==> src/logic/bftl_pkg.sv <==
// constants, register map and types of the breaker failure timer
`default_nettype none
package bftl_pkg;
   localparam int CLK_PERIOD_NS = 20;
   localparam int STEP_NS = 5000000;
   localparam int STEP_MS = 5;
   localparam int TICK_CYCLES_DEF = STEP_NS / CLK_PERIOD_NS;
   localparam int TICK_W = 18;
   localparam int DLY_W = 19;
   localparam int RETRIP_DLY_MS = 100;
   localparam int BFAIL_DLY_MS = 200;
   localparam logic [DLY_W-1:0] RETRIP_DLY_RST =
      DLY_W'(RETRIP_DLY_MS / STEP_MS);
   localparam logic [DLY_W-1:0] BFAIL_DLY_RST =
      DLY_W'(BFAIL_DLY_MS / STEP_MS);
   localparam int CUR_W = 16;
   localparam int TS_W = 32;
   localparam int ADR_W = 8;
   localparam int LOG_DEPTH = 12;
   localparam int LOG_IDX_W = 4;
   localparam int WORD_SEL_W = 3;

   // register byte offsets
   localparam logic [ADR_W-1:0] REG_CTRL = 8'h00;
   localparam logic [ADR_W-1:0] REG_RETRIP_DLY = 8'h04;
   localparam logic [ADR_W-1:0] REG_BFAIL_DLY = 8'h08;
   localparam logic [ADR_W-1:0] REG_PHASE_THR = 8'h0c;
   localparam logic [ADR_W-1:0] REG_RES_THR = 8'h10;
   localparam logic [ADR_W-1:0] REG_EVT_MASK = 8'h14;
   localparam logic [ADR_W-1:0] REG_STATUS = 8'h18;
   localparam logic [ADR_W-1:0] REG_LOG_SEL = 8'h1c;
   localparam logic [ADR_W-1:0] REG_LOG_DATA = 8'h20;

   // control field layout and reset values
   localparam int MODE_W = 4;
   localparam int CTRL_MODE_LSB = 0;
   localparam int CTRL_RETRIP_BIT = 4;
   localparam int CTRL_GROUP_LSB = 5;
   localparam int GROUP_W = 3;
   localparam logic [7:0] CTRL_RST = 8'h10;
   localparam logic [CUR_W-1:0] PHASE_THR_RST = 16'h0014;
   localparam logic [CUR_W-1:0] RES_THR_RST = 16'h04b0;
   localparam logic [15:0] EVT_MASK_RST = 16'hffff;
   localparam int LOG_WORD_LSB = 4;
   localparam int LOG_CNT_LSB = 8;

   // criterion selector values
   localparam logic [MODE_W-1:0] MODE_CUR = 4'h0;
   localparam logic [MODE_W-1:0] MODE_DO = 4'h1;
   localparam logic [MODE_W-1:0] MODE_SIG = 4'h2;
   localparam logic [MODE_W-1:0] MODE_CUR_AND_DO = 4'h3;
   localparam logic [MODE_W-1:0] MODE_CUR_OR_DO = 4'h4;
   localparam logic [MODE_W-1:0] MODE_CUR_AND_SIG = 4'h5;
   localparam logic [MODE_W-1:0] MODE_CUR_OR_SIG_DO = 4'h6;
   localparam logic [MODE_W-1:0] MODE_SIG_OR_DO = 4'h8;
   localparam logic [MODE_W-1:0] MODE_ANY = 4'h9;
   localparam logic [MODE_W-1:0] MODE_ALL = 4'ha;

   // event sources, also the status register bit positions
   localparam int EV_N = 8;
   localparam int EV_START = 0;
   localparam int EV_RETRIP = 1;
   localparam int EV_BFAIL = 2;
   localparam int EV_BLOCK = 3;
   localparam int EV_DO = 4;
   localparam int EV_SIG = 5;
   localparam int EV_PHASE = 6;
   localparam int EV_RES = 7;
   localparam int EV_OPS = 4;

   typedef struct packed {
      logic [TS_W-1:0] stamp;
      logic [3:0] code;
      logic [GROUP_W-1:0] group;
      logic [CUR_W-1:0] phase;
      logic [CUR_W-1:0] res;
      logic [DLY_W-1:0] to_retrip;
      logic [DLY_W-1:0] to_bfail;
   } bftl_entry_t;
endpackage
`default_nettype wire

==> src/logic/bftl_log_if.sv <==
// link between the timer core and its operation log
`default_nettype none
interface bftl_log_if;
   import bftl_pkg::*;
   logic wr;
   bftl_entry_t entry;
   logic [LOG_IDX_W-1:0] rd_idx;
   logic [WORD_SEL_W-1:0] rd_word;
   logic [31:0] rd_data;
   logic [LOG_IDX_W-1:0] count;
   modport ctl (output wr, entry, rd_idx, rd_word, input rd_data, count);
   modport store (input wr, entry, rd_idx, rd_word, output rd_data, count);
endinterface
`default_nettype wire

==> src/logic/bftl_log.sv <==
// circular log of the most recent operation records
`default_nettype none
module bftl_log
(
   input wire logic clk_in,
   input wire logic rst_b_in,
   bftl_log_if.store log
);
   import bftl_pkg::*;

   typedef struct packed {
      bftl_entry_t [LOG_DEPTH-1:0] mem;
      logic [LOG_IDX_W-1:0] wptr;
      logic [LOG_IDX_W-1:0] count;
      logic [31:0] rd_data;
   } bftl_log_state_t;

   bftl_log_state_t st_q;
   bftl_log_state_t st_d;
   logic [LOG_IDX_W:0] phys;
   bftl_entry_t rd_e;

   always_comb
   begin
      st_d = st_q;
      if (log.wr)
      begin
         st_d.mem[st_q.wptr] = log.entry; // see [RL15]
         st_d.wptr = (st_q.wptr == LOG_IDX_W'(LOG_DEPTH - 1)) ?
            '0 : st_q.wptr + 1'b1;
         if (st_q.count != LOG_IDX_W'(LOG_DEPTH))
            st_d.count = st_q.count + 1'b1;
      end
      // index 0 is the newest record
      phys = {1'b0, st_q.wptr} + (LOG_IDX_W+1)'(LOG_DEPTH - 1)
         - {1'b0, log.rd_idx};
      if (phys >= (LOG_IDX_W+1)'(LOG_DEPTH))
         phys = phys - (LOG_IDX_W+1)'(LOG_DEPTH);
      rd_e = st_q.mem[phys[LOG_IDX_W-1:0]];
      st_d.rd_data = '0;
      if (log.rd_idx < st_q.count)
      begin
         case (log.rd_word) // see [RL16]
            3'h0: st_d.rd_data = rd_e.stamp;
            3'h1: st_d.rd_data = 32'({rd_e.group, rd_e.code});
            3'h2: st_d.rd_data = 32'(rd_e.phase);
            3'h3: st_d.rd_data = 32'(rd_e.res);
            3'h4: st_d.rd_data = 32'(rd_e.to_retrip);
            3'h5: st_d.rd_data = 32'(rd_e.to_bfail);
            default: st_d.rd_data = '0;
         endcase
      end
   end

   always_ff @(posedge clk_in or negedge rst_b_in)
   begin
      if (!rst_b_in)
         st_q <= '0;
      else
         st_q <= st_d;
   end

   assign log.rd_data = st_q.rd_data;
   assign log.count = st_q.count;
endmodule
`default_nettype wire

==> src/logic/bftl_top.sv <==
// breaker failure supervision timers, events and register slave
// What this block does
// [RL1] current-only: phase or residual pick-up starts both timers, trip ignored
// [RL2] current-only: retrip then breaker-fail when current stays up for delays
// [RL3] current-only: both timers clear once all currents drop below threshold
// [RL4] current-and-contact: timers held after pick-up until trip contact active
// [RL5] current-and-contact: with trip active, timers run to retrip and fail
// [RL6] current-and-contact: clear when current drops or trip contact releases
// [RL7] current-or-contact: pick-up active whenever current or trip is active
// [RL8] current-or-contact: outputs fire when either stays active through delay
// [RL9] current-or-contact: clear only when current low and trip released
// [RL10] without retrip the same criteria drive the breaker-fail timer alone
// [RL11] signals-only: digital input starts the timer, fail after the delay
// [RL12] events on changes of retrip, fail, blocked and pick-up comparators
// [RL13] user picks rising, falling or both edges per event source
// [RL14] every event carries a timestamp and current process values
// [RL15] circular log keeps the latest twelve operation records
// [RL16] record: time, event, max phase, residual, remaining times, group
// [RL17] selector chooses current, contact, signal or and/or mixes; current default
// [RL18] blocking at pick-up gives blocked indication and resets timing
// [RL19] delays in 5 ms steps up to 1800 s, defaults 100 ms and 200 ms
// [RL20] outputs held until timer clears, then both drop in one cycle
// [RL21] with retrip disabled the retrip output and its events stay off
//
// Implementation choices: the Wishbone register port and the placing of the registers.
`default_nettype none
module bftl_top
#(
   parameter int TICK_CYCLES = bftl_pkg::TICK_CYCLES_DEF
)
(
   input wire logic SYS_CLK_IN,
   input wire logic RST_B_IN,
   input wire logic WB_CYC_IN,
   input wire logic WB_STB_IN,
   input wire logic WB_WE_IN,
   input wire logic [bftl_pkg::ADR_W-1:0] WB_ADR_IN,
   input wire logic [31:0] WB_DAT_IN,
   input wire logic [3:0] WB_SEL_IN,
   output logic [31:0] WB_DAT_OUT,
   output logic WB_ACK_OUT,
   input wire logic [bftl_pkg::CUR_W-1:0] PHASE_L1_IN,
   input wire logic [bftl_pkg::CUR_W-1:0] PHASE_L2_IN,
   input wire logic [bftl_pkg::CUR_W-1:0] PHASE_L3_IN,
   input wire logic [bftl_pkg::CUR_W-1:0] RESIDUAL_IN,
   input wire logic TRIP_MONITOR_IN,
   input wire logic SIGNAL_IN,
   input wire logic BLOCK_IN,
   input wire logic [bftl_pkg::TS_W-1:0] TIMESTAMP_IN,
   output logic START_OUT,
   output logic RETRIP_OUT,
   output logic BREAKER_FAIL_OUT,
   output logic BLOCKED_OUT,
   output logic EVENT_VALID_OUT,
   output logic [3:0] EVENT_CODE_OUT,
   output logic [bftl_pkg::TS_W-1:0] EVENT_STAMP_OUT,
   output logic [bftl_pkg::CUR_W-1:0] EVENT_PHASE_OUT,
   output logic [bftl_pkg::CUR_W-1:0] EVENT_RES_OUT
);
   import bftl_pkg::*;

   localparam int EV_LAT = 16;

   typedef struct packed {
      logic [7:0] ctrl;
      logic [DLY_W-1:0] rt_dly;
      logic [DLY_W-1:0] bf_dly;
      logic [CUR_W-1:0] ph_thr;
      logic [CUR_W-1:0] res_thr;
      logic [15:0] mask;
      logic [7:0] log_sel;
      logic [TICK_W-1:0] div;
      logic [DLY_W-1:0] cnt;
      logic [EV_N-1:0] status;
      logic [EV_N-1:0] pend_on;
      logic [EV_N-1:0] pend_off;
      logic ev_valid;
      logic [3:0] ev_code;
      logic [TS_W-1:0] ev_stamp;
      logic [CUR_W-1:0] ev_phase;
      logic [CUR_W-1:0] ev_res;
      logic ack;
      logic [31:0] dat;
      logic log_wr;
      bftl_entry_t log_entry;
   } bftl_state_t;

   bftl_state_t st_q;
   bftl_state_t st_d;
   bftl_log_if log_link ();

   logic [MODE_W-1:0] mode;
   logic retrip_en;
   logic [CUR_W-1:0] phase_max;
   logic cur_ph;
   logic cur_res;
   logic cur_any;
   logic pick;
   logic run;
   logic go;
   logic tick;
   logic [EV_N-1:0] now;
   logic [EV_N-1:0] rise;
   logic [EV_N-1:0] fall;
   logic [EV_N-1:0] take_on;
   logic [EV_N-1:0] take_off;
   logic req;
   logic [ADR_W-1:0] adr;
   logic [31:0] rdata;

   function automatic logic [CUR_W-1:0] larger(input logic [CUR_W-1:0] a,
      input logic [CUR_W-1:0] b);
      return (a > b) ? a : b;
   endfunction

   function automatic logic [2:0] first_set(input logic [EV_N-1:0] v);
      logic [2:0] r;
      r = 3'h0;
      for (int i = EV_N - 1; i >= 0; i--)
         if (v[i])
            r = 3'(i);
      return r;
   endfunction

   function automatic logic [DLY_W-1:0] remaining(
      input logic [DLY_W-1:0] dly, input logic [DLY_W-1:0] cnt);
      return (cnt >= dly) ? '0 : dly - cnt;
   endfunction

   function automatic logic [31:0] lane_merge(input logic [31:0] old_v,
      input logic [31:0] new_v, input logic [3:0] sel);
      logic [31:0] r;
      r = old_v;
      for (int i = 0; i < 4; i++)
         if (sel[i])
            r[8*i +: 8] = new_v[8*i +: 8];
      return r;
   endfunction

   always_comb
   begin
      st_d = st_q;
      mode = st_q.ctrl[CTRL_MODE_LSB +: MODE_W];
      retrip_en = st_q.ctrl[CTRL_RETRIP_BIT];
      phase_max = larger(larger(PHASE_L1_IN, PHASE_L2_IN), PHASE_L3_IN);
      cur_ph = phase_max > st_q.ph_thr;
      cur_res = RESIDUAL_IN > st_q.res_thr;
      cur_any = cur_ph | cur_res;
      // pick is the start condition, run lets the timers count
      pick = cur_any;
      run = cur_any;
      case (mode) // see [RL17]
         MODE_CUR:
         begin
            pick = cur_any; // see [RL1]
            run = cur_any; // see [RL3]
         end
         MODE_DO:
         begin
            pick = TRIP_MONITOR_IN;
            run = TRIP_MONITOR_IN;
         end
         MODE_SIG:
         begin
            pick = SIGNAL_IN; // see [RL11]
            run = SIGNAL_IN;
         end
         MODE_CUR_AND_DO:
         begin
            pick = cur_any;
            run = cur_any & TRIP_MONITOR_IN; // see [RL4] [RL5] [RL6]
         end
         MODE_CUR_OR_DO:
         begin
            pick = cur_any | TRIP_MONITOR_IN; // see [RL7]
            run = pick; // see [RL9]
         end
         MODE_CUR_AND_SIG:
         begin
            pick = cur_any;
            run = cur_any & SIGNAL_IN;
         end
         MODE_CUR_OR_SIG_DO:
         begin
            pick = cur_any | (SIGNAL_IN & TRIP_MONITOR_IN);
            run = pick;
         end
         MODE_SIG_OR_DO:
         begin
            pick = SIGNAL_IN | TRIP_MONITOR_IN;
            run = pick;
         end
         MODE_ANY:
         begin
            pick = cur_any | TRIP_MONITOR_IN | SIGNAL_IN;
            run = pick;
         end
         MODE_ALL:
         begin
            pick = cur_any;
            run = cur_any & TRIP_MONITOR_IN & SIGNAL_IN;
         end
         default:
         begin
            pick = cur_any;
            run = cur_any;
         end
      endcase
      go = run & ~BLOCK_IN; // see [RL18]

      // step divider
      tick = st_q.div == TICK_W'(TICK_CYCLES - 1);
      st_d.div = tick ? '0 : st_q.div + 1'b1;

      // one count serves both timers
      if (!go)
         st_d.cnt = '0; // see [RL3] [RL6] [RL9] [RL20]
      else if (tick && st_q.cnt != '1)
         st_d.cnt = st_q.cnt + 1'b1; // see [RL19]

      now = '0;
      now[EV_START] = pick & ~BLOCK_IN;
      now[EV_RETRIP] = go & retrip_en & (st_d.cnt >= st_q.rt_dly); // see [RL2] [RL8] [RL21]
      now[EV_BFAIL] = go & (st_d.cnt >= st_q.bf_dly); // see [RL2] [RL8] [RL10]
      now[EV_BLOCK] = pick & BLOCK_IN; // see [RL18]
      now[EV_DO] = TRIP_MONITOR_IN;
      now[EV_SIG] = SIGNAL_IN;
      now[EV_PHASE] = cur_ph;
      now[EV_RES] = cur_res;
      st_d.status = now;
      rise = now & ~st_q.status; // see [RL12]
      fall = ~now & st_q.status;

      // emit one pending event per cycle, a new edge wins over the take
      take_on = '0;
      take_off = '0;
      st_d.ev_valid = 1'b0;
      if (|st_q.pend_on)
      begin
         take_on[first_set(st_q.pend_on)] = 1'b1;
         st_d.ev_valid = 1'b1;
         st_d.ev_code = {1'b1, first_set(st_q.pend_on)};
      end
      else if (|st_q.pend_off)
      begin
         take_off[first_set(st_q.pend_off)] = 1'b1;
         st_d.ev_valid = 1'b1;
         st_d.ev_code = {1'b0, first_set(st_q.pend_off)};
      end
      if (st_d.ev_valid)
      begin
         st_d.ev_stamp = TIMESTAMP_IN; // see [RL14]
         st_d.ev_phase = phase_max;
         st_d.ev_res = RESIDUAL_IN;
      end
      st_d.pend_on = (st_q.pend_on & ~take_on) | (rise & st_q.mask[7:0]); // see [RL13]
      st_d.pend_off = (st_q.pend_off & ~take_off) | (fall & st_q.mask[15:8]);

      // operation record on rising start, retrip, fail or blocked
      st_d.log_wr = |rise[EV_OPS-1:0]; // see [RL15]
      if (st_d.log_wr)
      begin
         st_d.log_entry.stamp = TIMESTAMP_IN; // see [RL16]
         st_d.log_entry.code = {1'b1, first_set(rise & 8'h0f)};
         st_d.log_entry.group = st_q.ctrl[CTRL_GROUP_LSB +: GROUP_W];
         st_d.log_entry.phase = phase_max;
         st_d.log_entry.res = RESIDUAL_IN;
         st_d.log_entry.to_retrip = remaining(st_q.rt_dly, st_d.cnt);
         st_d.log_entry.to_bfail = remaining(st_q.bf_dly, st_d.cnt);
      end

      // classic wishbone slave, answers one cycle after the request
      req = WB_CYC_IN & WB_STB_IN & ~st_q.ack;
      adr = {WB_ADR_IN[ADR_W-1:2], 2'b00};
      st_d.ack = req;
      rdata = '0;
      if (adr == REG_CTRL)
         rdata = 32'(st_q.ctrl);
      else if (adr == REG_RETRIP_DLY)
         rdata = 32'(st_q.rt_dly);
      else if (adr == REG_BFAIL_DLY)
         rdata = 32'(st_q.bf_dly);
      else if (adr == REG_PHASE_THR)
         rdata = 32'(st_q.ph_thr);
      else if (adr == REG_RES_THR)
         rdata = 32'(st_q.res_thr);
      else if (adr == REG_EVT_MASK)
         rdata = 32'(st_q.mask);
      else if (adr == REG_STATUS)
         rdata = 32'(st_q.status);
      else if (adr == REG_LOG_SEL)
         rdata = 32'({log_link.count, st_q.log_sel});
      else if (adr == REG_LOG_DATA)
         rdata = log_link.rd_data;
      if (req && !WB_WE_IN)
         st_d.dat = rdata;
      if (req && WB_WE_IN)
      begin
         if (adr == REG_CTRL)
            st_d.ctrl = 8'(lane_merge(32'(st_q.ctrl), WB_DAT_IN, WB_SEL_IN));
         else if (adr == REG_RETRIP_DLY)
            st_d.rt_dly = DLY_W'(lane_merge(32'(st_q.rt_dly), WB_DAT_IN,
               WB_SEL_IN));
         else if (adr == REG_BFAIL_DLY)
            st_d.bf_dly = DLY_W'(lane_merge(32'(st_q.bf_dly), WB_DAT_IN,
               WB_SEL_IN));
         else if (adr == REG_PHASE_THR)
            st_d.ph_thr = CUR_W'(lane_merge(32'(st_q.ph_thr), WB_DAT_IN,
               WB_SEL_IN));
         else if (adr == REG_RES_THR)
            st_d.res_thr = CUR_W'(lane_merge(32'(st_q.res_thr), WB_DAT_IN,
               WB_SEL_IN));
         else if (adr == REG_EVT_MASK)
            st_d.mask = 16'(lane_merge(32'(st_q.mask), WB_DAT_IN,
               WB_SEL_IN));
         else if (adr == REG_LOG_SEL)
            st_d.log_sel = 8'(lane_merge(32'(st_q.log_sel), WB_DAT_IN,
               WB_SEL_IN));
      end
   end

   always_ff @(posedge SYS_CLK_IN or negedge RST_B_IN)
   begin
      if (!RST_B_IN)
      begin
         st_q <= '0;
         st_q.ctrl <= CTRL_RST;
         st_q.rt_dly <= RETRIP_DLY_RST;
         st_q.bf_dly <= BFAIL_DLY_RST;
         st_q.ph_thr <= PHASE_THR_RST;
         st_q.res_thr <= RES_THR_RST;
         st_q.mask <= EVT_MASK_RST;
      end
      else
         st_q <= st_d;
   end

   assign log_link.wr = st_q.log_wr;
   assign log_link.entry = st_q.log_entry;
   assign log_link.rd_idx = st_q.log_sel[LOG_IDX_W-1:0];
   assign log_link.rd_word = st_q.log_sel[LOG_WORD_LSB +: WORD_SEL_W];

   bftl_log u_log (
      .clk_in(SYS_CLK_IN),
      .rst_b_in(RST_B_IN),
      .log(log_link)
   );

   assign WB_DAT_OUT = st_q.dat;
   assign WB_ACK_OUT = st_q.ack;
   assign START_OUT = st_q.status[EV_START];
   assign RETRIP_OUT = st_q.status[EV_RETRIP];
   assign BREAKER_FAIL_OUT = st_q.status[EV_BFAIL];
   assign BLOCKED_OUT = st_q.status[EV_BLOCK];
   assign EVENT_VALID_OUT = st_q.ev_valid;
   assign EVENT_CODE_OUT = st_q.ev_code;
   assign EVENT_STAMP_OUT = st_q.ev_stamp;
   assign EVENT_PHASE_OUT = st_q.ev_phase;
   assign EVENT_RES_OUT = st_q.ev_res;
endmodule
`default_nettype wire

==> config.mk <==
export PLATFORM = sky130hd
export DESIGN_NAME = bftl_top
export DESIGN_NICKNAME = d
export VERILOG_FILES = /design/src/logic/bftl_pkg.sv /design/src/logic/bftl_log_if.sv /design/src/logic/bftl_log.sv /design/src/logic/bftl_top.sv
export SDC_FILE = /design/constraint.sdc
export NUM_CORES = 2
export LEC_CHECK = 0
export BUFFER_PORTS_ARGS = -buffer_cell sky130_fd_sc_hd__buf_2
export CAP_MARGIN = 30
export CORE_MARGIN = 10
export CORE_UTILIZATION = 50
export CTS_CLUSTER_SIZE = 20
export DETAILED_ROUTE_END_ITERATION = 16
export PLACE_DENSITY = 0.67
export SLEW_MARGIN = 20
export SYNTH_ARGS = -nofsm -noshare
export SYNTH_HDL_FRONTEND = slang
export SYNTH_HIERARCHICAL = 1
export SYNTH_SLANG_ARGS = --single-unit
export TNS_END_PERCENT = 5
==> constraint.sdc <==
create_clock -name SYS_CLK_IN -period 6.6 [get_ports SYS_CLK_IN]
set_input_delay 0.66 -clock SYS_CLK_IN [delete_from_list [all_inputs] [get_ports SYS_CLK_IN]]
set_output_delay 0.66 -clock SYS_CLK_IN [all_outputs]
set_load 0.05 [all_outputs]
==> run summary <==
Longest Clk Path Bufs: 3
Via/cell ratio: 6.05
Finish-stage setup viols: 115
Most common cell in the synthesized netlist: dfrtp_1
Power density cells: 486 nW/um^2
GR Overflow Total: 0
WP buf/inv: 24
Max cap viols: 0
Antenna violations before repair: 11
Post-layout nets: 6,283
Area fraction of the dominant cell type after synthesis: 0.519
Crit path capture type: register
Synthesized cell area: 81,800 sq um
Remaining DRCs: 0
Drt pass-1 iters: 6
IO Port Bufs: 237
DP HPWL: 147 mm
Fin. Hold Viols: 0
Number of global-route vias before repair: 52,900
LEAKAGE: 42.3 nW
Crit path DAT: 8040 ps
Type of the worst setup path: in -> reg
Synth async-reset ratio: 1.00
Highest net fanout along the worst path: 8
Max H-tree Level: 4
RSZ-0062 raised after global routing: yes
Worst Max-Slew Pin Slew: 1010 ps
Final min period: 7330 ps
Setup_tns: -70,670 ps
HP Class: in -> reg
CTS Sinks: 1,722
WP data required: 7310 ps
Outcome: finished with violations
Commonest cells in the netlist: dfrtp_1 (1,695), mux2_2 (1,601), mux4_2 (338), clkbuf_1 (293), nand2_1 (162)
Die W: 424 microns
Storage cell area: 43,100 sq um
Largest area contributor in the netlist: dfrtp_1
Routed len/inst: 27.3 microns
Post-route ant nets: 0
IO Pins: 254
CTS tree: done
Die ar.: 180,000 sq um
Via count: 50,400
P&R area growth vs syn: 14.3%
#FFs+latches synth: 1,722
Largest net degree at the start of global routing: 167
Peak supply drop: 0.632 mV
Post-synth EDFFs: 0
Area of the core: 163,000 sq um
Rows: 148
Syn_area_per_cell: 14.2 sq um
Fillers: 13,100
Area contributors post-synth: dfrtp_1 (52%), mux2_2 (22%), mux4_2 (9.3%), ha_1 (1.9%), buf_4 (1.5%)
Max stage delay on crit path: 520 ps
CTS Buf Count: 180
Most frequent CP cell: buf_4
Sequential element share of the synthesized area: 0.527
Synth Flop Type: dfrtp_1
Type of origin of the critical path: primary input
Yosys cell types: 85
Final Skew: 39.1 ps
DRT Wirelength: 228 mm
Share of post-route cells with drive strength above 1: 0.497
Max frequency: 0.136 GHz
Slew HR: 0.309
CP delay by family, top: buffers and inverters
Max-slew violation count: 0
GRT Total Usage: 0.250
Fin crit share: 1.11
Worst skew pair latency: 840 ps
Slowest CP cell: or4_1
Clock Pin Slew Worst Setup and Hold Paths: 60 ps
WHS: 56.0 ps
Initial Utilization: 0.503
Failing checks: negative setup slack
Gate Count Post-Synth: 5,773
Syn. warnings: 6
Worst setup margin: -727 ps
Clk root buf: clkbuf_16
Final Wtd Congestion: 0.969
Area occupied by multi-input gates: 36,400 sq um
First-pass GRT wire length: 344 mm
Die Y: 424 microns
Starting DRT DRC Count: 4,347
-- repair_timing --
item	4_1_cts	5_1_grt
setup endpoints to repair	115	115
setup buffers	29	10
hold buffers	1	0
cloned	7	0
hold endpoints to repair	102	0
pin swaps	53	38
gates resized for setup	101	44
-- where the power goes --
| part | switching, mW | internal, mW |
|---|---|---|
| registers | 2.18 | 13.9 |
| logic | 10.3 | 8.69 |
| clock network | 4.39 | 5.93 |
| total | 16.9 | 28.6 |
-- placed cells by master (no fill, tap or decap), drive strengths merged, types with 15 or more instances in the layout --
| cell | synthesis | final |
|---|---|---|
| mux2 | 1608 | 1608 |
| nor3 | 44 | 44 |
| a221oi | 18 | 18 |
| clkbuf | 293 | 256 |
| xor2 | 26 | 26 |
| nor2 | 161 | 163 |
| a21oi | 107 | 108 |
| nand4 | 29 | 29 |
| and3 | 20 | 20 |
| o21ai | 118 | 118 |
| nor2b | 26 | 26 |
| mux2i | 85 | 85 |
| a22oi | 41 | 41 |
| dfrtp | 1695 | 1695 |
| a211oi | 20 | 20 |
| a31oi | 30 | 30 |
| dfstp | 27 | 27 |
| xnor2 | 35 | 35 |
| clkinv | 1 | 43 |
| inv | 119 | 123 |
| a21o | 14 | 15 |
| ha | 121 | 121 |
| nand2b | 24 | 24 |
| mux4 | 338 | 338 |
| nand2 | 162 | 162 |
| o22ai | 35 | 35 |
| a22o | 24 | 24 |
| and2 | 32 | 32 |
| nand3 | 75 | 75 |
| buf | 287 | 628 |
-- per-layer routing --
layer  up-vias  part of all wire  GRT usage
met3       367             0.057     0.0416
met2      1395              0.48      0.404
met1     27000              0.44      0.348
met4         6             0.029     0.0759
li1      21600                 -          -
met5         -           0.00020          0
-- cell families after synthesis --
| logic type | Yosys count | synth area share |
|---|---|---|
| multiplexers | 2031 | 0.325 |
| AO/OA/AOI/OAI | 514 | 0.0418 |
| AND/OR/NAND/NOR | 619 | 0.0363 |
| XOR/XNOR | 61 | 0.00653 |
| flip-flops | 1722 | 0.527 |
| buffers and inverters | 700 | 0.0434 |
| other | 1 | 0.0000459 |
| adder cells (fa/ha/maj) | 125 | 0.0194 |
-- path summary, 6_finish.rpt --
path                                                   to                start  slack, ps  depth (start not counted)
setup / recovery           log_link.entry[95]$_DFFE_PN0P_      PHASE_L2_IN[14]       -730                         48
min in group asynchronous     u_log/st_q[196]$_DFFE_PN0P_             RST_B_IN        460                          2
setup reg to reg           log_link.entry[95]$_DFFE_PN0P_  st_q[260]$_DFF_PN0_       1300                         19
hold / removal                        st_q[233]$_DFF_PN0_            SIGNAL_IN         60                          1
hold reg to reg                       st_q[255]$_DFF_PN0_  st_q[255]$_DFF_PN0_        450                          1
max in group asynchronous     u_log/st_q[598]$_DFFE_PN0P_             RST_B_IN       4270                          4
-- sequential cells by signal, indices dropped and copies added (netlist names) --
signal / flops
u_log/st_q: 1312
st_q: 147
log_link.entry: 108
EVENT_STAMP_OUT: 32
WB_DAT_OUT: 32
u_log/log.rd_data: 32
EVENT_PHASE_OUT: 16
EVENT_RES_OUT: 16
EVENT_CODE_OUT: 4
log_link.rd_idx: 4
mode: 4
u_log/log.count: 4
log_link.rd_word: 3
BLOCKED_OUT: 1
BREAKER_FAIL_OUT: 1
EVENT_VALID_OUT: 1
RETRIP_OUT: 1
START_OUT: 1
WB_ACK_OUT: 1
log_link.wr: 1
retrip_en: 1
-- metrics by stage --
step	cell area, sq um	setup slack, ps	instances	util	total power [mW]
2_1_floorplan	82200	-677	5775	-	28.9
3_3_place_gp	86100	-1740	7950	0.529	34.6
3_5_place_dp	86200	-1750	7957	0.530	35.1
4_1_cts	93100	-519	8312	0.573	45.6
5_1_grt	93500	-883	8326	0.575	47.4
6_report	93500	-727	8328	0.575	45.4
-- area by class of cell --
type | count | share of cell area
well taps | 2175 | 0.0291
clock buffers | 256 | 0.0550
multi-input cells | 3357 | 0.389
diodes | 6 | 0.000161
flip-flops and latches | 1722 | 0.461
inverters | 120 | 0.00491
clock inverters | 62 | 0.00965
repair buffers | 630 | 0.0502
Note: power is estimated with default switching activity, not from simulation.
